===== src/pkg/asbl_pkg.sv =====
/*
  constants and carrier types for the host-side controller of an asynchronous
  512k x 16 static memory with two byte lanes.
  assumes a single 10 MHz clock and a synchronous active-high reset.
*/
// Notes on behaviour
// - begin write with select and strobe low
// - end write by raising; data held stable
// - strobe-ended write: float plus setup time
// - wait 100 us after power-up
package asbl_pkg;

  // ---------------------------------------------------------------
  // geometry
  // ---------------------------------------------------------------
  localparam int ADDR_W = 19;
  localparam int DATA_W = 16;

  // ---------------------------------------------------------------
  // timing, fastest grade, ns unless noted
  // ---------------------------------------------------------------
  localparam int CLK_PERIOD_NS      = 100;
  localparam int POWERUP_WAIT_TIME_US = 100;
  localparam int READ_CYCLE_NS      = 10;
  localparam int WRITE_PULSE_NS     = 7;
  localparam int WRITE_FLOAT_DELAY_NS = 5;
  localparam int WRITE_DATA_SETUP_NS  = 5;

  // least times round up, never under one cycle
  function automatic int cyc_up(input int ns);
    int c;
    c = (ns + CLK_PERIOD_NS - 1) / CLK_PERIOD_NS;
    return (c < 1) ? 1 : c;
  endfunction

  localparam int POWERUP_CYC = cyc_up(POWERUP_WAIT_TIME_US * 1000);
  localparam int READ_CYC    = cyc_up(READ_CYCLE_NS);
  localparam int WRITE_CYC   = cyc_up(WRITE_PULSE_NS);
  localparam int WR_HOLD_CYC = cyc_up(WRITE_FLOAT_DELAY_NS + WRITE_DATA_SETUP_NS);
  localparam int CNT_W       = 16;

  // ---------------------------------------------------------------
  // carriers
  // ---------------------------------------------------------------
  typedef struct packed {
    logic              write;
    logic [1:0]        lane;   // bit0 low lane, bit1 high lane
    logic [ADDR_W-1:0] addr;
    logic [DATA_W-1:0] wdata;
  } asbl_req_t;

  typedef struct packed {
    logic              chip_sel_n;
    logic              out_drv_n;
    logic              wr_strobe_n;
    logic              low_lane_en_n;
    logic              high_lane_en_n;
    logic [ADDR_W-1:0] addr;
  } asbl_pins_t;

  typedef enum logic [2:0] {
    ST_POWERUP, ST_IDLE, ST_READ, ST_WSETUP, ST_WRITE, ST_WEND
  } asbl_state_t;

endpackage


===== src/logic/asbl_timer.sv =====
/*
  down counter used to hold the read and write-strobe phases of the memory cycle.
  assumes load and count are not asserted together with reset released late.
*/
`timescale 1ns/1ps
module asbl_timer #(
  parameter int W = 16
) (
  input  wire logic         clock,
  input  wire logic         rst,
  input  wire logic         load,
  input  wire logic [W-1:0] value,
  output logic              done
);
  import asbl_pkg::*;

  logic [W-1:0] count;
  logic [W-1:0] next_count;

  always_comb begin
    next_count = count;
    if (load) begin
      next_count = value;
    end else if (count != '0) begin
      next_count = count - 1'b1;
    end
  end

  always_ff @(posedge clock) begin
    if (rst) begin
      count <= '0;
    end else begin
      count <= next_count;
    end
  end

  assign done = (count == '0) && !load;

endmodule // asbl_timer


===== src/logic/asbl_ctrl.sv =====
/*
  host controller: takes one read or write request at a time and runs the
  strobes of an asynchronous 512k x 16 memory from a single clock.
  assumes the memory powers up together with this logic and that the data
  pins are resolved from dq_out and dq_oe outside.
*/
`timescale 1ns/1ps
module asbl_ctrl #(
  parameter int POWERUP_CYCLES = asbl_pkg::POWERUP_CYC
) (
  input  wire logic                      clock,
  input  wire logic                      rst,
  input  wire logic                      req_valid,
  output logic                           req_ready,
  input  wire asbl_pkg::asbl_req_t       req,
  output logic                           rsp_valid,
  output logic [asbl_pkg::DATA_W-1:0]    rsp_data,
  output asbl_pkg::asbl_pins_t           pins,
  input  wire logic [asbl_pkg::DATA_W-1:0] dq_in,
  output logic [asbl_pkg::DATA_W-1:0]    dq_out,
  output logic [asbl_pkg::DATA_W-1:0]    dq_oe
);
  import asbl_pkg::*;

  // ---------------------------------------------------------------
  // state
  // ---------------------------------------------------------------
  typedef struct packed {
    asbl_state_t       st;
    asbl_pins_t        pins;
    logic [DATA_W-1:0] dq_out;
    logic [DATA_W-1:0] dq_oe;
    logic [1:0]        lane;
    logic              rsp_valid;
    logic [DATA_W-1:0] rsp_data;
    logic [CNT_W-1:0]  pu_cnt;
  } asbl_ctrl_t;

  asbl_ctrl_t s;
  asbl_ctrl_t next_s;

  logic             t_load;
  logic [CNT_W-1:0] t_value;
  logic             t_done;

  asbl_timer #(.W(CNT_W)) u_timer (
    .clock (clock),
    .rst   (rst),
    .load  (t_load),
    .value (t_value),
    .done  (t_done)
  );

  localparam asbl_pins_t IDLE_PINS = '{chip_sel_n: 1'b1, out_drv_n: 1'b1,
    wr_strobe_n: 1'b1, low_lane_en_n: 1'b1, high_lane_en_n: 1'b1, addr: '0};

  assign req_ready = (s.st == ST_IDLE);

  // ---------------------------------------------------------------
  // next state
  // ---------------------------------------------------------------
  always_comb begin
    next_s           = s;
    next_s.rsp_valid = 1'b0;
    t_load           = 1'b0;
    t_value          = '0;
    unique case (s.st)
      ST_POWERUP: begin
        // the shared timer clears to zero in reset, so the wait keeps its own count
        if (s.pu_cnt == CNT_W'(POWERUP_CYCLES)) begin
          next_s.st = ST_IDLE;
        end else begin
          next_s.pu_cnt = s.pu_cnt + 1'b1;
        end
      end
      ST_IDLE: begin
        if (req_valid && req.lane != 2'b00) begin
          next_s.pins.addr           = req.addr;
          next_s.pins.low_lane_en_n  = !req.lane[0];
          next_s.pins.high_lane_en_n = !req.lane[1];
          next_s.lane                = req.lane;
          next_s.pins.chip_sel_n     = 1'b0;
          t_load                     = 1'b1;
          if (req.write) begin
            // output drive stays high so the memory never fights us
            next_s.pins.out_drv_n = 1'b1;
            next_s.dq_out         = req.wdata;
            next_s.st             = ST_WSETUP;
            t_value               = CNT_W'(0);
          end else begin
            next_s.pins.out_drv_n = 1'b0;
            next_s.st             = ST_READ;
            t_value               = CNT_W'(READ_CYC);
          end
        end
      end
      ST_READ: begin
        if (t_done) begin
          next_s.rsp_data  = dq_in;
          next_s.rsp_valid = 1'b1;
          next_s.pins      = IDLE_PINS;
          next_s.st        = ST_IDLE;
        end
      end
      ST_WSETUP: begin
        // address and select settle one cycle before the strobe falls
        next_s.dq_oe            = {{8{s.lane[1]}}, {8{s.lane[0]}}};
        next_s.pins.wr_strobe_n = 1'b0;
        t_load                  = 1'b1;
        t_value                 = CNT_W'(WRITE_CYC > WR_HOLD_CYC ? WRITE_CYC : WR_HOLD_CYC);
        next_s.st               = ST_WRITE;
      end
      ST_WRITE: begin
        if (t_done) begin
          // raise the strobe alone; data keeps its value past the edge
          next_s.pins.wr_strobe_n = 1'b1;
          next_s.st               = ST_WEND;
        end
      end
      ST_WEND: begin
        next_s.dq_oe = '0;
        next_s.pins  = IDLE_PINS;
        next_s.st    = ST_IDLE;
      end
      default: begin
        next_s.st = ST_IDLE;
      end
    endcase
  end

  always_ff @(posedge clock) begin
    if (rst) begin
      s           <= '0;
      s.st        <= ST_POWERUP;
      s.pins      <= IDLE_PINS;
    end else begin
      s <= next_s;
    end
  end

  assign pins      = s.pins;
  assign dq_out    = s.dq_out;
  assign dq_oe     = s.dq_oe;
  assign rsp_valid = s.rsp_valid;
  assign rsp_data  = s.rsp_data;

  // ---------------------------------------------------------------
  // checks: power-up
  // ---------------------------------------------------------------
  no_early_access_a: assert property (@(posedge clock) disable iff (rst)
    (s.pu_cnt != CNT_W'(POWERUP_CYCLES)) |-> pins.chip_sel_n)
    else $error("access before power-up wait");
  powerup_exit_a: assert property (@(posedge clock) disable iff (rst)
    (s.st == ST_POWERUP && s.pu_cnt == CNT_W'(POWERUP_CYCLES)) |=> req_ready)
    else $error("idle not reached after power-up wait");

  // ---------------------------------------------------------------
  // checks: write
  // ---------------------------------------------------------------
  write_needs_both_a: assert property (@(posedge clock) disable iff (rst)
    !pins.wr_strobe_n |-> !pins.chip_sel_n && pins.out_drv_n)
    else $error("strobe low without select or with drive");
  data_drive_write_a: assert property (@(posedge clock) disable iff (rst)
    (dq_oe != '0) |-> !pins.chip_sel_n && pins.out_drv_n)
    else $error("data driven outside write");
  data_setup_a: assert property (@(posedge clock) disable iff (rst)
    $fell(pins.wr_strobe_n) |-> $stable(dq_out))
    else $error("write data moved as strobe fell");
  data_stable_end_a: assert property (@(posedge clock) disable iff (rst)
    $rose(pins.wr_strobe_n) |-> $stable(dq_out) && (dq_oe != '0))
    else $error("data moved at write end");
  // at one cycle per phase the strobe must stay low over two sampling edges
  pulse_length_a: assert property (@(posedge clock) disable iff (rst)
    $fell(pins.wr_strobe_n) |-> !pins.wr_strobe_n [*2])
    else $error("write pulse too short");
  strobe_ends_write_a: assert property (@(posedge clock) disable iff (rst)
    $rose(pins.wr_strobe_n) |-> !pins.chip_sel_n && pins.out_drv_n)
    else $error("write not ended by the strobe");
  select_after_end_a: assert property (@(posedge clock) disable iff (rst)
    $rose(pins.wr_strobe_n) |=> pins.chip_sel_n && (dq_oe == '0))
    else $error("select or data left after write");
  lane_high_wr_a: assert property (@(posedge clock) disable iff (rst)
    (s.st == ST_WRITE && s.lane == 2'b10) |-> dq_oe == 16'hff00)
    else $error("high lane write drive wrong");
  lane_low_wr_a: assert property (@(posedge clock) disable iff (rst)
    (s.st == ST_WRITE && s.lane == 2'b01) |-> dq_oe == 16'h00ff)
    else $error("low lane write drive wrong");

  // ---------------------------------------------------------------
  // checks: read and hold
  // ---------------------------------------------------------------
  lane_low_read_a: assert property (@(posedge clock) disable iff (rst)
    (s.st == ST_READ && s.lane == 2'b01) |-> !pins.low_lane_en_n && pins.high_lane_en_n)
    else $error("low lane read enables wrong");
  lane_high_read_a: assert property (@(posedge clock) disable iff (rst)
    (s.st == ST_READ && s.lane == 2'b10) |-> pins.low_lane_en_n && !pins.high_lane_en_n)
    else $error("high lane read enables wrong");
  read_no_drive_a: assert property (@(posedge clock) disable iff (rst)
    !pins.out_drv_n |-> pins.wr_strobe_n && (dq_oe == '0))
    else $error("data driven while memory output on");
  addr_held_a: assert property (@(posedge clock) disable iff (rst)
    (!pins.chip_sel_n && !$past(pins.chip_sel_n)) |-> $stable(pins.addr))
    else $error("address moved inside an access");
  lanes_held_a: assert property (@(posedge clock) disable iff (rst)
    (!pins.chip_sel_n && !$past(pins.chip_sel_n)) |->
      $stable(pins.low_lane_en_n) && $stable(pins.high_lane_en_n))
    else $error("lane enables moved inside an access");
  read_answer_a: assert property (@(posedge clock) disable iff (rst)
    (req_valid && req_ready && !req.write && req.lane != 2'b00) |-> ##[2:3] rsp_valid)
    else $error("read answer late");

  // ---------------------------------------------------------------
  // cover
  // ---------------------------------------------------------------
  read_cov_c: cover property (@(posedge clock) rsp_valid);
  write_cov_c: cover property (@(posedge clock) $rose(pins.wr_strobe_n));
  low_wr_cov_c: cover property (@(posedge clock) s.st == ST_WRITE && s.lane == 2'b01);
  read_start_cov_c: cover property (@(posedge clock)
    $fell(pins.chip_sel_n) && !pins.out_drv_n);
  powerup_cov_c: cover property (@(posedge clock) s.st == ST_POWERUP ##1 s.st == ST_IDLE);

endmodule // asbl_ctrl


===== config.mk =====
export PLATFORM = sky130hd
export DESIGN_NAME = asbl_ctrl
export DESIGN_NICKNAME = d
export VERILOG_FILES = /design/src/pkg/asbl_pkg.sv /design/src/logic/asbl_timer.sv /design/src/logic/asbl_ctrl.sv
export SDC_FILE = /design/constraint.sdc
export NUM_CORES = 1
export LEC_CHECK = 0
export ABC_CLOCK_PERIOD_IN_PS = 2400
export BUFFER_PORTS_ARGS = -buffer_cell sky130_fd_sc_hd__buf_2
export CORE_MARGIN = 10
export CORE_UTILIZATION = 47
export DETAILED_ROUTE_END_ITERATION = 6
export GPL_TIMING_DRIVEN = 0
export PLACE_DENSITY = 0.79
export SYNTH_ARGS = -nofsm -noshare
export SYNTH_HDL_FRONTEND = slang
export SYNTH_SLANG_ARGS = --single-unit

===== constraint.sdc =====
create_clock -name clock -period 2.4 [get_ports clock]
set_input_delay 0.24 -clock clock [delete_from_list [all_inputs] [get_ports clock]]
set_output_delay 0.24 -clock clock [all_outputs]
set_load 0.05 [all_outputs]

==> results.sh, run 1 <==
export IMPL_diodes=0
export IMPL_fp_dieW_um=118.3
export IMPL_cts_sink_count=96
export IMPL_antenna_found_initial=0
export IMPL_clk_path_buf_depth=2
export IMPL_leakage_nw=2.518
export IMPL_fill_cells=815
export IMPL_port_buffer_count=130
export IMPL_startpoint="u_timer.count[4]"
export IMPL_holdCritStartpoint="req[34]"
export IMPL_status="complete, no violations"
export IMPL_gr_total_overflow=0
export IMPL_r2r_slack_ns=0.04
export IMPL_grt_max_degree=19
export IMPL_drv_slew=0
export IMPL_worst_pin_slew_ns=0.8513
export IMPL_ios=131
export IMPL_drive_above_1_share=0.3613
export IMPL_syn_inst=558
export IMPL_setup_violations=0
export IMPL_grt_pass1_vias=3931
export IMPL_clkTransAtPathRegs_ns=0.10
export IMPL_synth_edf_count=0
export IMPL_fin_skew_ns=0.009153
export IMPL_wl_um=11660
export IMPL_synth_ff_type="dfxtp_1"
export IMPL_rows=35
export IMPL_cap_violations=0
export IMPL_initial_core_util=0.4872
export IMPL_slew_headroom=0.4281
export IMPL_core_area_sq_um=9328
export IMPL_clock_root_buffer="clkbuf_8"
export IMPL_min_period_ns=2.356
export IMPL_rr_startpoint="u_timer.count[4]"
export IMPL_yosysUniqueCellTypes=46
export IMPL_firstDrtPassIters=5
export IMPL_ys_ff_latch=96
export IMPL_final_area_sq_um=5709
export IMPL_first_iter_violations=368
export IMPL_tritoncts="built"
export IMPL_hpwlAfterDp_um=8910
export IMPL_endpoint_kind="flop"
export IMPL_synth_nets=618
export IMPL_clock_latency_ns=0.37
export IMPL_nets=769
export IMPL_area_growth_pct=25.63
export IMPL_async_flop_share=0
export IMPL_route_vias_total=4145
export IMPL_via_per_inst=4.917
export IMPL_max_freq_mhz=424.5
export IMPL_critical_path_max_fanout=7
export IMPL_drc=0
export IMPL_arrival_ns=2.66
export IMPL_routedWlPerCell_um=13.83
export IMPL_ys_warn_count=0
export IMPL_placed_area_sq_um=5356
export IMPL_hold_violations=0
export IMPL_crit_required_ns=2.70
export IMPL_peakVddDrop_v=0.0003740
export IMPL_grt_pass1_wl_um=19080
export IMPL_critPathLaunchType="flop"
export IMPL_htreeDepth=3
export IMPL_grt_total_usage=0.1587
export IMPL_die_y_um=118.3
export IMPL_die_area_sq_um=14000
export IMPL_numCtsBuffers=9
export IMPL_fin_tns_setup_ns=0
export IMPL_drtAntennaViolNets=0
export IMPL_fin_crit_sh=0.9815
export IMPL_syn_area_sq_um=4544
export IMPL_power_density_nw_per_um2=683.9
export IMPL_ys_seq_area_frac=0.4229
export IMPL_placedCellCount=817
export IMPL_hp_class="input port to flop"
export IMPL_syn_avg_cell_area_sq_um=8.144
export IMPL_final_cells=843
export IMPL_place_congestion=0.8923
export IMPL_critPathKind="flop to flop"
kinds of logic (layout without fill, tap and decap cells):
group,Yosys count,after routing,synth area share
compound gates,100,100,0.1272
xor+xnor,22,22,0.04240
fa+ha+maj,3,3,0.008261
buf+inv,109,265,0.1539
flops,96,96,0.4229
mux,1,1,0.002478
simple gates,227,227,0.2428
metal layers:
layer  up-vias  routed length (um)  track usage
met4         0                 225      0.06105
met5         -                   0            0
li1       2116                   -            -
met1      1881                5131       0.1914
met3        18                 638      0.03475
met2       130                5662       0.2688
report_power, final:
group | internal [mW] | switching, mW
clock | 0.398 | 0.607
sequential | 1.69 | 0.103
combinational | 0.490 | 0.619
state kept, by name, indices dropped and copies added, names as in the netlist:
signal         count
rsp_valid          1
rsp_data          16
pins              24
dq_oe              2
u_timer.count     16
s                 21
dq_out            16
final cells by class:
type	count	area, sq um	share of cell area
multi-input cells	353	1964	0.3441
flip-flops and latches	96	1927	0.3375
repair buffers	143	753.2	0.1319
plain buffers	98	685.7	0.1201
well taps	129	161.4	0.02827
clock buffers	9	123.9	0.02170
clock inverters	7	63.81	0.01118
inverters	8	30.03	0.005260
final timing paths:
kind,to,depth (start not counted)
setup / recovery,pins[10],8
hold / removal,pins[18],3
setup reg to reg,pins[10],8
hold reg to reg,rsp_data[1],2
cell usage after synthesis, types with 3 or more instances:
library cell | n | area share
nand4_1 | 6 | 0.0083
nand3_1 | 31 | 0.034
nand2_1 | 88 | 0.073
nand2b_1 | 22 | 0.030
inv_1 | 8 | 0.0066
xnor2_1 | 11 | 0.021
a21oi_1 | 50 | 0.055
clkbuf_1 | 20 | 0.017
nor2b_1 | 3 | 0.0041
ha_1 | 3 | 0.0083
xor2_1 | 11 | 0.021
buf_4 | 74 | 0.12
dfxtp_1 | 96 | 0.42
nor3_1 | 19 | 0.021
nor2_1 | 30 | 0.025
o21ai_0 | 33 | 0.036
or3_1 | 6 | 0.0083
or4_1 | 5 | 0.0083
and3_1 | 3 | 0.0041
nor4_1 | 4 | 0.0055
placed cells by master (no fill, tap or decap), types with 2 or more instances in the layout:
master      instances
nand2_1            88
buf_6               6
or4_4               2
nand3b_1            2
a21o_1              2
clkbuf_8            9
a21oi_1            50
nor3_1             17
or3_1               6
a22oi_1             2
nor4_1              4
xor2_1             11
clkinv_4            2
nand4_1             6
nor2_2              2
a2111oi_0           2
and3_1              2
nand2b_1           22
clkinvlp_4          2
o21ai_1             5
buf_4              83
clkbuf_2            2
buf_2             131
or4_1               5
dfxtp_1            94
inv_1               7
ha_1                2
nor2b_1             3
xnor2_1            10
a211oi_1            2
clkbuf_1           16
inv_8               2
nand3_1            30
nor2_1             29
buf_1               2
o21ai_0            28
critical path, cell delays in order, from the launching register on:
cell and delay [ns]:
dfxtp_1 0.35, or4_4 0.55, buf_6 0.15, or4_4 0.55, o21ai_4 0.24, buf_6 0.14, buf_2 0.15, nand3_1 0.08
o21ai_0 0.09
timing repair:
item,4_1_cts,5_1_grt
resized for setup,4,32
endpoints found under the setup margin,47,55
gates cloned,0,1
hold buffers,0,0
buffers inserted,3,9
pin swaps,2,4
per-stage QoR:
stage	util	setup WS, ns	total power, mW	hold slack [ns]
2_1_floorplan	-	0.03998	2.579	0.3704
3_5_place_dp	0.5742	-0.3159	2.805	0.4448
5_1_grt	0.6121	-0.05027	4.122	0.09353
6_report	0.6121	0.04447	3.904	0.08844
4_1_cts	0.5980	0.02371	3.836	0.07825
3_3_place_gp	0.5742	-0.2518	2.772	0.4386
Power figures use the tool's default switching activity.
==> run 2, diff against run 1 <==
--- a/config.mk
+++ b/config.mk
@@ -7,6 +7,7 @@
 export LEC_CHECK = 0
 export ABC_CLOCK_PERIOD_IN_PS = 2400
 export BUFFER_PORTS_ARGS = -buffer_cell sky130_fd_sc_hd__buf_2
+export CORE_ASPECT_RATIO = 1.25
 export CORE_MARGIN = 10
 export CORE_UTILIZATION = 47
 export DETAILED_ROUTE_END_ITERATION = 6
==> run 2 against run 1 <==
- clock-buffer cell count is 3 higher
- clock skew fell by 0.0059 ns
- via count rose by 1.6%
- design area rose by 0.50%
- non-clock buffer count down 4
- critical path depth shrank 1
- wire length is essentially flat
- clock power grew 29%
- first-iteration DRC count is 39% lower
- highest routed layer unchanged
==> results.sh, run 2 (same netlist as run 1, synthesis figures left out) <==
export IMPL_status="complete, no violations"
export IMPL_critical_path_max_fanout=7
export IMPL_numCtsBuffers=9
export IMPL_total_power_mw=4.196
export IMPL_cap_violations=0
export IMPL_firstDrtPassIters=4
export IMPL_largest_register="pins"
export IMPL_grt_pass1_wl_um=18590
export IMPL_critPathLaunchType="flop"
export IMPL_drtAntennaViolNets=0
export IMPL_clock_root_buffer="clkbuf_16"
export IMPL_nets=766
export IMPL_clock_latency_ns=0.34
export IMPL_place_congestion=0.8312
export IMPL_cts_sink_count=96
export IMPL_endpoint_kind="flop"
export IMPL_route_vias_total=4212
export IMPL_drive_above_1_share=0.3549
export IMPL_gr_total_overflow=0
export IMPL_fin_skew_ns=0.003210
export IMPL_cp_common_cell="or4_4"
export IMPL_first_iter_violations=226
export IMPL_port_buffer_count=130
export IMPL_postCtsHoldBufs=0
export IMPL_area_growth_pct=26.27
export IMPL_final_common_cell="buf_2"
export IMPL_hold_violations=0
export IMPL_setup_violations=0
export IMPL_antenna_found_initial=0
export IMPL_placed_area_sq_um=5353
export IMPL_fin_crit_sh=0.9658
export IMPL_wl_um=11650
export IMPL_via_per_inst=5.038
export IMPL_crit_chain="or4_4 > buf_6 > or4_4 > o21ai_4 > buf_2 > nand3_1 > o21ai_0"
export IMPL_grt_max_degree=15
export IMPL_clk_path_buf_depth=2
export IMPL_tritoncts="built"
export IMPL_ios=131
export IMPL_die_area_sq_um=14030
export IMPL_drc=0
export IMPL_clkTransAtPathRegs_ns=0.06
export IMPL_leakage_nw=2.536
export IMPL_cp_top_family="simple AND/OR/NAND/NOR gates"
export IMPL_core_area_sq_um=9509
export IMPL_diodes=0
export IMPL_final_area_sq_um=5738
export IMPL_crit_required_ns=2.67
export IMPL_drv_slew=0
export IMPL_die_y_um=129.9
export IMPL_max_freq_mhz=431.4
export IMPL_slowest_delay_ns=0.57
export IMPL_min_delay_path_depth=3
export IMPL_worst_pin_slew_ns=0.8796
export IMPL_final_cell_mix="buf_2 (131), dfxtp_1 (94), nand2_1 (88)"
export IMPL_largest_reg_flops=24
export IMPL_power_density_nw_per_um2=731.3
export IMPL_slew_headroom=0.4082
export IMPL_hpwlAfterDp_um=9002
export IMPL_crit_buf_inv=2
export IMPL_reg_largest_list="pins (24), s (21)"
export IMPL_fp_dieW_um=108.0
export IMPL_setup_slack_ns=0.08218
export IMPL_routedWlPerCell_um=13.93
export IMPL_crit_slowest_cell="or4_4"
export IMPL_utilization=0.6034
export IMPL_htreeDepth=3
export IMPL_rr_worst_depth=7
export IMPL_initial_core_util=0.4779
export IMPL_crit_cells=7
export IMPL_place_ws_ns=-0.3318
export IMPL_min_period_ns=2.318
export IMPL_hp_class="input port to flop"
export IMPL_rows=40
export IMPL_grt_pass1_vias=4162
export IMPL_arrival_ns=2.58
export IMPL_critPathKind="flop to flop"
export IMPL_peakVddDrop_v=0.0003995
export IMPL_holdWs_ns=0.1166
export IMPL_grt_total_usage=0.1594
run 2: cell count changes in the layout (fill, tap and decap cells not counted), sizes merged:
cell      delta
clkbuf       +5
clkinv       +1
inv          -3
clkinvlp     -2
buf          -6
o21ai        +1
run 2: layout make-up:
class / instances / area [sq um]
plain buffers: 100 / 684.4
clock buffers: 12 / 246.5
clock inverters: 3 / 18.77
fillers: 824 / 3771
inverters: 8 / 30.03
multi-input cells: 354 / 1976
flip-flops and latches: 96 / 1924
well taps: 126 / 157.7
repair buffers: 137 / 700.7
run 2: through the flow:
stage	TNS [ns]	std cells
2_1_floorplan	0	558
3_3_place_gp	-6.211	814
3_5_place_dp	-8.236	814
4_1_cts	0	830
5_1_grt	-0.01911	836
6_report	0	836
run 2: worst reg2reg max path, delay by kind of cell, from the launching register on:
family / cells / cell delay (ns)
AOI/OAI and AO/OA: 2 / 0.36
buffers and inverters: 2 / 0.36
DFF: 1 / 0.34
and+or+nand+nor: 3 / 1.19
run 2: final timing paths:
path | start | to | slack (ns)
worst max register to register | u_timer.count[4] | pins[7] | 0.08
worst min register to register | rsp_data[6] | rsp_data[6] | 0.45
worst max-delay path | u_timer.count[4] | pins[7] | 0.08
worst min-delay path | req[20] | pins[4] | 0.12
run 2: layer usage:
| metal | global-route usage | vias to the layer above | share of wire |
|---|---|---|---|
| met2 | 0.2891 | 114 | 0.52 |
| met5 | 0 | - | 0 |
| li1 | - | 2107 | - |
| met4 | 0.08189 | 0 | 0.019 |
| met3 | 0.03799 | 18 | 0.072 |
| met1 | 0.1661 | 1973 | 0.39 |
run 2: power by group:
part	total, mW	leakage (nW)	switching, mW	internal (mW)
Combinational	1.11	1.63	0.628	0.482
Sequential	1.80	0.777	0.110	1.69
Clock	1.29	0.132	0.566	0.723
Total	4.20	2.54	1.30	2.89
run 2: what timing repair did:
action | 4_1_cts | 5_1_grt
gates cloned | 0 | 3
setup endpoints to repair | 48 | 53
buffers inserted | 2 | 3
pin swaps | 2 | 4
hold endpoints to repair | 0 | 0
resized for setup | 6 | 22
